[src/design/ser_pkg.sv]
/*
 * constants, command codes and field layout for the status event block.
 * assumes one clock domain and a controller that issues one command per strobe.
 */
package ser_pkg;
    // ---------------------------------------------------------------
    // flag positions and reset values
    // ---------------------------------------------------------------
    localparam int DONE_BIT = 0;
    localparam int QUERY_BIT = 2;
    localparam int DEVICE_BIT = 3;
    localparam int RUN_BIT = 4;
    localparam int CMDERR_BIT = 5;
    localparam int POWER_BIT = 7;
    localparam logic [7:0] FLAGS_MASK = 8'hBD;
    localparam logic [7:0] FLAGS_RST = 8'h80;
    localparam logic [7:0] ESE_RST = 8'h00;
    localparam logic [15:0] GRP_MASK = 16'h7FFF;
    localparam logic [15:0] PTR_DFLT = 16'h7FFF;
    localparam logic [15:0] NTR_DFLT = 16'h0000;
    localparam logic [15:0] EN_RST = 16'h0000;
    // ---------------------------------------------------------------
    // error code classes
    // ---------------------------------------------------------------
    localparam logic signed [15:0] QUERY_LO = -16'sd499;
    localparam logic signed [15:0] QUERY_HI = -16'sd400;
    localparam logic signed [15:0] DEVICE_LO = -16'sd399;
    localparam logic signed [15:0] DEVICE_HI = -16'sd300;
    localparam logic signed [15:0] DEVICE_POS = 16'sd2000;
    localparam logic signed [15:0] RUN_LO = -16'sd299;
    localparam logic signed [15:0] RUN_HI = -16'sd200;
    localparam logic signed [15:0] CMDERR_LO = -16'sd199;
    localparam logic signed [15:0] CMDERR_HI = -16'sd100;
    // ---------------------------------------------------------------
    // controller commands
    // ---------------------------------------------------------------
    typedef enum logic [4:0] {
        CMD_FLAGS_RD, CMD_ESE_WR, CMD_ESE_RD, CMD_CLS, CMD_DONE, CMD_PRESET,
        CMD_OP_COND_RD, CMD_OP_EV_RD, CMD_OP_PTR_WR, CMD_OP_PTR_RD,
        CMD_OP_NTR_WR, CMD_OP_NTR_RD, CMD_OP_EN_WR, CMD_OP_EN_RD,
        CMD_QS_COND_RD, CMD_QS_EV_RD, CMD_QS_PTR_WR, CMD_QS_PTR_RD,
        CMD_QS_NTR_WR, CMD_QS_NTR_RD, CMD_QS_EN_WR, CMD_QS_EN_RD
    } ser_cmd_e;
endpackage

[src/design/ser_status_event.sv]
/*
 * standard event flags with mask, pending-operation tracking, and two
 * five-register status groups feeding the status byte summary bits.
 * assumes condition inputs come from outside the clock domain; all event
 * strobes and commands come from logic on mclk and last one cycle.
 */
`timescale 1ns/1ns

// ---------------------------------------------------------------
// one status group: filters, sticky events, enable mask
// ---------------------------------------------------------------
module ser_status_group (
    // clock and reset
    input wire logic mclk,
    input wire logic sys_rst,
    input wire logic ce,
    // synchronised live condition
    input wire logic [15:0] cond,
    // register access strobes
    input wire logic [15:0] wdata,
    input wire logic ptrWr,
    input wire logic ntrWr,
    input wire logic enWr,
    input wire logic evRd,
    input wire logic clrStat,
    input wire logic preset,
    // register contents
    output logic [15:0] ptr_q,
    output logic [15:0] ntr_q,
    output logic [15:0] en_q,
    output logic [15:0] ev_q,
    output logic summary
);
    logic [15:0] condPrev_q;
    logic [15:0] hit;

    // edge selection through filters
    assign hit = ((ptr_q & cond & ~condPrev_q) | (ntr_q & ~cond & condPrev_q))
        & ser_pkg::GRP_MASK;
    assign summary = |(ev_q & en_q);

    // previous condition for edge detect
    always_ff @(posedge mclk or posedge sys_rst) begin
        if (sys_rst) begin
            condPrev_q <= 16'h0000;
        end else if (ce) begin
            condPrev_q <= cond;
        end
    end

    // transition filters, untouched by clear or reads
    always_ff @(posedge mclk or posedge sys_rst) begin
        if (sys_rst) begin
            ptr_q <= ser_pkg::PTR_DFLT;
            ntr_q <= ser_pkg::NTR_DFLT;
        end else if (ce) begin
            if (preset) begin
                ptr_q <= ser_pkg::PTR_DFLT;
                ntr_q <= ser_pkg::NTR_DFLT;
            end else begin
                if (ptrWr) begin
                    ptr_q <= wdata & ser_pkg::GRP_MASK;
                end
                if (ntrWr) begin
                    ntr_q <= wdata & ser_pkg::GRP_MASK;
                end
            end
        end
    end

    // enable mask
    always_ff @(posedge mclk or posedge sys_rst) begin
        if (sys_rst) begin
            en_q <= ser_pkg::EN_RST;
        end else if (ce) begin
            if (preset) begin
                en_q <= ser_pkg::EN_RST;
            end else if (enWr) begin
                en_q <= wdata & ser_pkg::GRP_MASK;
            end
        end
    end

    // sticky events; a new hit beats the clear
    always_ff @(posedge mclk or posedge sys_rst) begin
        if (sys_rst) begin
            ev_q <= 16'h0000;
        end else if (ce) begin
            ev_q <= ((evRd || clrStat) ? 16'h0000 : ev_q) | hit;
        end
    end
endmodule

// ---------------------------------------------------------------
// top: standard event flags and both groups
// ---------------------------------------------------------------
module ser_status_event (
    // clock, reset, enable
    input wire logic mclk,
    input wire logic sys_rst,
    input wire logic ce,
    // controller commands
    input wire logic cmdValid,
    input wire ser_pkg::ser_cmd_e cmdCode,
    input wire logic [15:0] cmdData,
    output logic rspValid,
    output logic [15:0] rspData,
    // measurement sequencing
    input wire logic autoTrigCount,
    input wire logic statsEnable,
    input wire logic totalizeOrPeaks,
    input wire logic measStart,
    input wire logic measCycleEnd,
    input wire logic blockStart,
    input wire logic blockLastDone,
    // error reporting
    input wire logic errValid,
    input wire logic signed [15:0] errCode,
    input wire logic queueEmptyRead,
    input wire logic queueDataLost,
    input wire logic syntaxError,
    input wire logic unknownCommand,
    input wire logic triggerInMessage,
    input wire logic internalFault,
    input wire logic paramError,
    // live conditions from pins
    input wire logic [15:0] operCondIn,
    input wire logic [15:0] quesCondIn,
    // status byte summary bits and pending flag
    output logic questionable_summary,
    output logic standard_event_summary,
    output logic operation_summary,
    output logic pending
);
    logic [7:0] standard_event_flags_q;
    logic [7:0] eventMask_q;
    logic doneArmed_q;
    logic [15:0] opMeta_q;
    logic [15:0] opSync_q;
    logic [15:0] qsMeta_q;
    logic [15:0] qsSync_q;
    logic [15:0] opPtr;
    logic [15:0] opNtr;
    logic [15:0] opEn;
    logic [15:0] opEv;
    logic [15:0] qsPtr;
    logic [15:0] qsNtr;
    logic [15:0] qsEn;
    logic [15:0] qsEv;
    logic opSum;
    logic qsSum;
    logic blockMode;
    logic pendRise;
    logic pendFall;
    logic pending_d;
    logic doneNow;
    logic [7:0] flagSet;
    logic [7:0] flags_d;
    logic isCmd;
    logic [15:0] rsp_d;

    // ---------------------------------------------------------------
    // condition synchronisers
    // ---------------------------------------------------------------
    // two flops before any use
    always_ff @(posedge mclk or posedge sys_rst) begin
        if (sys_rst) begin
            opMeta_q <= 16'h0000;
            opSync_q <= 16'h0000;
            qsMeta_q <= 16'h0000;
            qsSync_q <= 16'h0000;
        end else if (ce) begin
            opMeta_q <= operCondIn;
            opSync_q <= opMeta_q & ser_pkg::GRP_MASK;
            qsMeta_q <= quesCondIn;
            qsSync_q <= qsMeta_q & ser_pkg::GRP_MASK;
        end
    end

    // ---------------------------------------------------------------
    // status groups
    // ---------------------------------------------------------------
    assign isCmd = cmdValid;

    // operation group, five registers
    ser_status_group uOper (
        .mclk(mclk),
        .sys_rst(sys_rst),
        .ce(ce),
        .cond(opSync_q),
        .wdata(cmdData),
        .ptrWr(isCmd && cmdCode == ser_pkg::CMD_OP_PTR_WR),
        .ntrWr(isCmd && cmdCode == ser_pkg::CMD_OP_NTR_WR),
        .enWr(isCmd && cmdCode == ser_pkg::CMD_OP_EN_WR),
        .evRd(isCmd && cmdCode == ser_pkg::CMD_OP_EV_RD),
        .clrStat(isCmd && cmdCode == ser_pkg::CMD_CLS),
        .preset(isCmd && cmdCode == ser_pkg::CMD_PRESET),
        .ptr_q(opPtr),
        .ntr_q(opNtr),
        .en_q(opEn),
        .ev_q(opEv),
        .summary(opSum)
    );

    // questionable group, five registers
    ser_status_group uQues (
        .mclk(mclk),
        .sys_rst(sys_rst),
        .ce(ce),
        .cond(qsSync_q),
        .wdata(cmdData),
        .ptrWr(isCmd && cmdCode == ser_pkg::CMD_QS_PTR_WR),
        .ntrWr(isCmd && cmdCode == ser_pkg::CMD_QS_NTR_WR),
        .enWr(isCmd && cmdCode == ser_pkg::CMD_QS_EN_WR),
        .evRd(isCmd && cmdCode == ser_pkg::CMD_QS_EV_RD),
        .clrStat(isCmd && cmdCode == ser_pkg::CMD_CLS),
        .preset(isCmd && cmdCode == ser_pkg::CMD_PRESET),
        .ptr_q(qsPtr),
        .ntr_q(qsNtr),
        .en_q(qsEn),
        .ev_q(qsEv),
        .summary(qsSum)
    );

    // ---------------------------------------------------------------
    // pending operation and completion
    // ---------------------------------------------------------------
    // block mode only with auto count, statistics, plain function
    assign blockMode = autoTrigCount && statsEnable && !totalizeOrPeaks;
    assign pendRise = blockMode ? blockStart : measStart;
    assign pendFall = blockMode ? blockLastDone : measCycleEnd;
    assign pending_d = pendRise ? 1'b1 : (pendFall ? 1'b0 : pending);
    assign doneNow = isCmd && cmdCode == ser_pkg::CMD_DONE && !pending;

    // pending flag
    always_ff @(posedge mclk or posedge sys_rst) begin
        if (sys_rst) begin
            pending <= 1'b0;
        end else if (ce) begin
            pending <= pending_d;
        end
    end

    // completion armed while work is pending
    always_ff @(posedge mclk or posedge sys_rst) begin
        if (sys_rst) begin
            doneArmed_q <= 1'b0;
        end else if (ce) begin
            if (isCmd && cmdCode == ser_pkg::CMD_DONE && pending) begin
                doneArmed_q <= 1'b1;
            end else if (pending && !pending_d) begin
                doneArmed_q <= 1'b0;
            end
        end
    end

    // ---------------------------------------------------------------
    // standard event flags
    // ---------------------------------------------------------------
    // event sources into flag positions
    always_comb begin
        flagSet = 8'h00;
        flagSet[ser_pkg::DONE_BIT] = doneNow || (doneArmed_q && pending && !pending_d);
        flagSet[ser_pkg::QUERY_BIT] = queueEmptyRead || queueDataLost
            || (errValid && errCode >= ser_pkg::QUERY_LO && errCode <= ser_pkg::QUERY_HI);
        flagSet[ser_pkg::DEVICE_BIT] = internalFault || (errValid
            && (errCode >= ser_pkg::DEVICE_POS
            || (errCode >= ser_pkg::DEVICE_LO && errCode <= ser_pkg::DEVICE_HI)));
        flagSet[ser_pkg::RUN_BIT] = paramError
            || (errValid && errCode >= ser_pkg::RUN_LO && errCode <= ser_pkg::RUN_HI);
        flagSet[ser_pkg::CMDERR_BIT] = syntaxError || unknownCommand || triggerInMessage
            || (errValid && errCode >= ser_pkg::CMDERR_LO && errCode <= ser_pkg::CMDERR_HI);
        flags_d = standard_event_flags_q;
        if (isCmd && (cmdCode == ser_pkg::CMD_FLAGS_RD || cmdCode == ser_pkg::CMD_CLS)) begin
            flags_d = 8'h00;
        end
        flags_d = (flags_d | flagSet) & ser_pkg::FLAGS_MASK;
    end

    // flags; reset is power-up, so power-on flag starts set
    always_ff @(posedge mclk or posedge sys_rst) begin
        if (sys_rst) begin
            standard_event_flags_q <= ser_pkg::FLAGS_RST;
        end else if (ce) begin
            standard_event_flags_q <= flags_d;
        end
    end

    // event mask
    always_ff @(posedge mclk or posedge sys_rst) begin
        if (sys_rst) begin
            eventMask_q <= ser_pkg::ESE_RST;
        end else if (ce && isCmd && cmdCode == ser_pkg::CMD_ESE_WR) begin
            eventMask_q <= cmdData[7:0];
        end
    end

    // ---------------------------------------------------------------
    // status byte summaries
    // ---------------------------------------------------------------
    // registered summary bits
    always_ff @(posedge mclk or posedge sys_rst) begin
        if (sys_rst) begin
            standard_event_summary <= 1'b0;
            questionable_summary <= 1'b0;
            operation_summary <= 1'b0;
        end else if (ce) begin
            standard_event_summary <= |(standard_event_flags_q & eventMask_q);
            questionable_summary <= qsSum;
            operation_summary <= opSum;
        end
    end

    // ---------------------------------------------------------------
    // query answers
    // ---------------------------------------------------------------
    // read mux; values before any clear
    always_comb begin
        rsp_d = 16'h0000;
        case (cmdCode)
            ser_pkg::CMD_FLAGS_RD: rsp_d = {8'h00, standard_event_flags_q};
            ser_pkg::CMD_ESE_RD: rsp_d = {8'h00, eventMask_q};
            ser_pkg::CMD_OP_COND_RD: rsp_d = opSync_q;
            ser_pkg::CMD_OP_EV_RD: rsp_d = opEv;
            ser_pkg::CMD_OP_PTR_RD: rsp_d = opPtr;
            ser_pkg::CMD_OP_NTR_RD: rsp_d = opNtr;
            ser_pkg::CMD_OP_EN_RD: rsp_d = opEn;
            ser_pkg::CMD_QS_COND_RD: rsp_d = qsSync_q;
            ser_pkg::CMD_QS_EV_RD: rsp_d = qsEv;
            ser_pkg::CMD_QS_PTR_RD: rsp_d = qsPtr;
            ser_pkg::CMD_QS_NTR_RD: rsp_d = qsNtr;
            ser_pkg::CMD_QS_EN_RD: rsp_d = qsEn;
            default: rsp_d = 16'h0000;
        endcase
    end

    // answer registered one cycle after command
    always_ff @(posedge mclk or posedge sys_rst) begin
        if (sys_rst) begin
            rspValid <= 1'b0;
            rspData <= 16'h0000;
        end else if (ce) begin
            rspValid <= isCmd;
            rspData <= isCmd ? rsp_d : 16'h0000;
        end
    end
endmodule

[config.mk]
export PLATFORM = sky130hd
export DESIGN_NAME = ser_status_event
export DESIGN_NICKNAME = d
export VERILOG_FILES = /design/src/design/ser_pkg.sv /design/src/design/ser_status_event.sv
export SDC_FILE = /design/constraint.sdc
export NUM_CORES = 1
export LEC_CHECK = 0
export ABC_AREA = 1
export ABC_CLOCK_PERIOD_IN_PS = 12050
export BUFFER_PORTS_ARGS = -buffer_cell sky130_fd_sc_hd__buf_2
export CAP_MARGIN = 25
export CORE_MARGIN = 2
export CORE_UTILIZATION = 62
export CTS_BUF_LIST = sky130_fd_sc_hd__clkbuf_8
export DETAILED_ROUTE_END_ITERATION = 10
export PLACE_DENSITY_LB_ADDON = 0.3
export SKIP_CTS_REPAIR_TIMING = 1
export SYNTH_ARGS = -nofsm -noshare
export SYNTH_HDL_FRONTEND = slang
export SYNTH_SLANG_ARGS = --single-unit
export TNS_END_PERCENT = 20
[constraint.sdc]
create_clock -name mclk -period 12.05 [get_ports mclk]
set_clock_uncertainty 0.15 [all_clocks]
set_input_delay 3.615 -clock mclk [delete_from_list [all_inputs] [get_ports mclk]]
set_output_delay 3.615 -clock mclk [all_outputs]
set_load 0.1 [all_outputs]
==> summary.txt <==
CTS
  – CTS Root Cell: clkbuf_8
  – Clock sink total: around 250
  – Skew-Pair Late Insertion Delay: approximately 570 ps
  – CTS tree: done
  – Bufs on Longest Clock Path: 3
  – Worst-path clk slew: roughly 60 ps
  – H-tree depth: 2
  – CTS Buf Count: 41

Power
  – VDD IR-drop max: between 0.1 and 0.15 mV
  – Switching portion of total power: 0.308
  – Internal power: around 1.5 mW
  – Clock group share of total power: 0.334
  – NetSw: between 0.6 and 0.7 mW
  – Tot Pwr: 2.11 mW
  – Power Density: about 160 nW/um2
  – Reg power frac: 0.500
  – Combinational Power Share: 0.166
  – Leakage: a little under 7 nW

Route
  – Antenna viol nets, final: 0
  – DR vias: approximately 11000
  – Pre-antenna DRT Iters: 6
  – Final Routed Wirelength: around 32 mm
  – WL per Instance: roughly 18 um
  – DRC Markers: 0
  – DR iter-0 viols: 1311
  – Vias per cell: 5.87

Timing
  – Final period utilization: 0.478
  – Slew @ Worst Pin: 1180 ps
  – Minimum clock period: 5760 ps
  – Peak Freq: roughly 0.17 GHz
  – Final Hold Fails: 0
  – Final setup fails: 0
  – RSZ-0062 raised after global routing: no
  – Max-slew violation count: 0
  – Setup TNS: 0 ps
  – Worst relative slew slack: 0.210

Worst setup path
  – Cell breakdown of the critical path: buf_2 > nand2_1 > nor2_2 > buf_4 > nand2_1 > a21oi_2 > o221ai_1
  – CP delay by family, top: compound AO/OA/AOI/OAI gates
  – Worst reg2reg path depth: 6
  – CP startpoint kind: primary input
  – Critical R2R Capture: rspData[8]
  – Reg-to-reg startpoint: uQues.ev_q[8]
  – CP max stage cell: a21oi_2
  – CP Capture Type: flop
  – WP buf/inv: 2
  – Critical Path Max Stage Delay: around 970 ps
  – Crit Path Class: primary input to flop
  – Flop2flop setup slack: ~10000 ps
  – Crit-path most repeated cell: nand2_1
  – Worst EP required: about 12000 ps
  – Worst-path maximum fanout: 17
  – WP data arrival: approximately 6000 ps

Run
  – Max-cap violations: 0

GRT
  – Largest net degree at the start of global routing: roughly 120
  – Total GRT Usage: 0.334
  – Initial antenna violation count: 0
  – Grt ovf: 0
  – First-pass GRT wire length: 51.3 mm
  – Vias in the first global route: around 9900

Synthesis
  – Synth top area cells: dfrtp_1 46%, nand2_1 14%, o21ai_0 7.9%, inv_1 7.5%, dfstp_2 7.1%
  – Synth warn: 0
  – Synth cell types: 34
  – Synthesized Nets: 1535
  – Cell area after synthesis: 11500 um2
  – Synth Register Bits: 245
  – Yosys top cell by area: dfrtp_1
  – Average instance area after synthesis: 7.98 um2
  – Sequential fraction of the synthesis area: 0.534
  – Yosys top cell area share: 0.464
  – Gate Count Post-Synth: between 1000 and 1500

Hold path
  – Min-delay src: opMeta_q[11]
  – Hold path endpoint: opMeta_q[11]
  – Hold Path Depth: 2
  – Min-Delay Path Class: flop to flop

Die
  – Die width: between 100 and 150 um
  – Initial cell density of the core: 0.638
  – Core area: 18100 um2
  – I/O pin total: roughly 110
  – Die Area: 19700 um2
  – Die height: ~140 um
  – FP Rows: 49

Placed design
  – Placed cells: ~1700
  – # port buffers: 104
  – Hpwl dp: ~22 mm
  – GPL Wtd Cong: 0.961

Final layout
  – Area of the multi-input gates: between 4000 and 5000 um2
  – Syn-to-layout area delta: 12.6%
  – N_diodes: 0
  – FILL cells: between 1000 and 1500
  – Sequential Area: approximately 6200 um2
  – Layout cell share with drive strength beyond 1: 0.137
  – Nets: around 1600
  – Post-Layout Cell Count: roughly 1800
  – Final design utilization: 0.719

Status
  – Status: finished clean
## Yosys cell counts, drive strengths merged
master  number
nor3         9
o22ai       73
o221ai      25
o21ai      191
nor2        64
nand2      434
o41ai        3
clkbuf      37
dfstp       31
a221oi       4
o211ai       4
nand4       35
nand3       37
buf         27
nor4         2
conb         1
or2          1
inv        234
o31ai        6
a21oi       11
dfrtp      214
and3         1
a41oi        2
a31oi        1
## worst register-to-register path, delay by kind of cell, from the launching register on
family / cells / cell delay (ps)
AO/OA/AOI/OAI: 1 / 130
buffers and inverters: 1 / 180
flip-flops: 1 / 360
AND/OR/NAND/NOR: 4 / 760
## placed cells by master, fill, tap and decap left out, drive strengths merged, types with 2 or more instances in the layout
master,n
nand2,434
buf,117
dfrtp,214
o31ai,6
dfstp,31
clkinv,2
nand3,37
inv,255
o22ai,73
nor3,9
o211ai,4
o21ai,191
a21oi,11
a221oi,4
o221ai,25
nor4,2
clkbuf,50
o41ai,3
nor2,64
nand4,35
a41oi,2
## cell families after synthesis
kind of cell | Yosys count | share of synthesized area
simple gates | 583 | 0.204
flops | 245 | 0.534
other cells | 1 | 0.000325
compound gates | 320 | 0.161
buf+inv | 298 | 0.100
## worst max-delay path by stage
stage / start / end / slack (ps) / cells after the start
2_1_floorplan: sys_rst / doneArmed_q / 1610 / 1
3_3_place_gp: cmdCode[0] / uQues.ev_q[4] / 5800 / 7
3_5_place_dp: cmdCode[0] / uQues.ev_q[3] / 5790 / 7
4_1_cts: cmdCode[0] / uQues.ev_q[6] / 6360 / 7
5_1_grt: sys_rst / uOper.ntr_q[8] / 6130 / 4
6_report: cmdCode[0] / uQues.ev_q[6] / 6290 / 7
## metal layers
| metal | vias to the layer above | part of all wire | global-route usage |
|---|---|---|---|
| li1 | 4902 | - | - |
| met1 | 4968 | 0.42 | 0.490 |
| met2 | 643 | 0.43 | 0.490 |
| met3 | 70 | 0.12 | 0.0786 |
| met4 | 0 | 0.034 | 0.123 |
| met5 | - | 0 | 0 |
## layout make-up
type | instances | area share
inverters | 234 | 0.0682
multi-input cells | 904 | 0.327
flip-flops and latches | 245 | 0.475
clock buffers | 50 | 0.0530
clock inverters | 24 | 0.00741
repair buffers | 117 | 0.0478
well taps | 229 | 0.0220
## metrics by stage
stage	setup slack [ps]	cell area, um2	hold WS, ps
finish	6290	13000	319
global route	6130	13000	343
floorplan	1610	11500	292
detailed placement	5790	12200	309
CTS	6360	13000	323
global placement	5800	12200	302
## sequential cells by signal, summed over array words and instances (netlist names), 6 cells and up
signal,flops
opMeta_q,15
uOper.ev_q,15
uQues.ntr_q,15
qsSync_q,15
rspData,15
uOper.ptr_q,15
qsMeta_q,15
uQues.ptr_q,15
uOper.ntr_q,15
uQues.en_q,15
uOper.en_q,15
uQues.condPrev_q,15
uOper.condPrev_q,15
standard_event_flags_q,6
eventMask_q,8
uQues.ev_q,15
opSync_q,15
## power groups by stage
stage               Combinational, mW  Clock [mW]  Sequential, mW
floorplan                       0.225           0            1.07
detailed placement              0.345           0            1.06
CTS                             0.347       0.708            1.05
global route                    0.394       0.752            1.07
global placement                0.330           0            1.06
finish                          0.351       0.704            1.05
(Power assumes the default switching activity.)
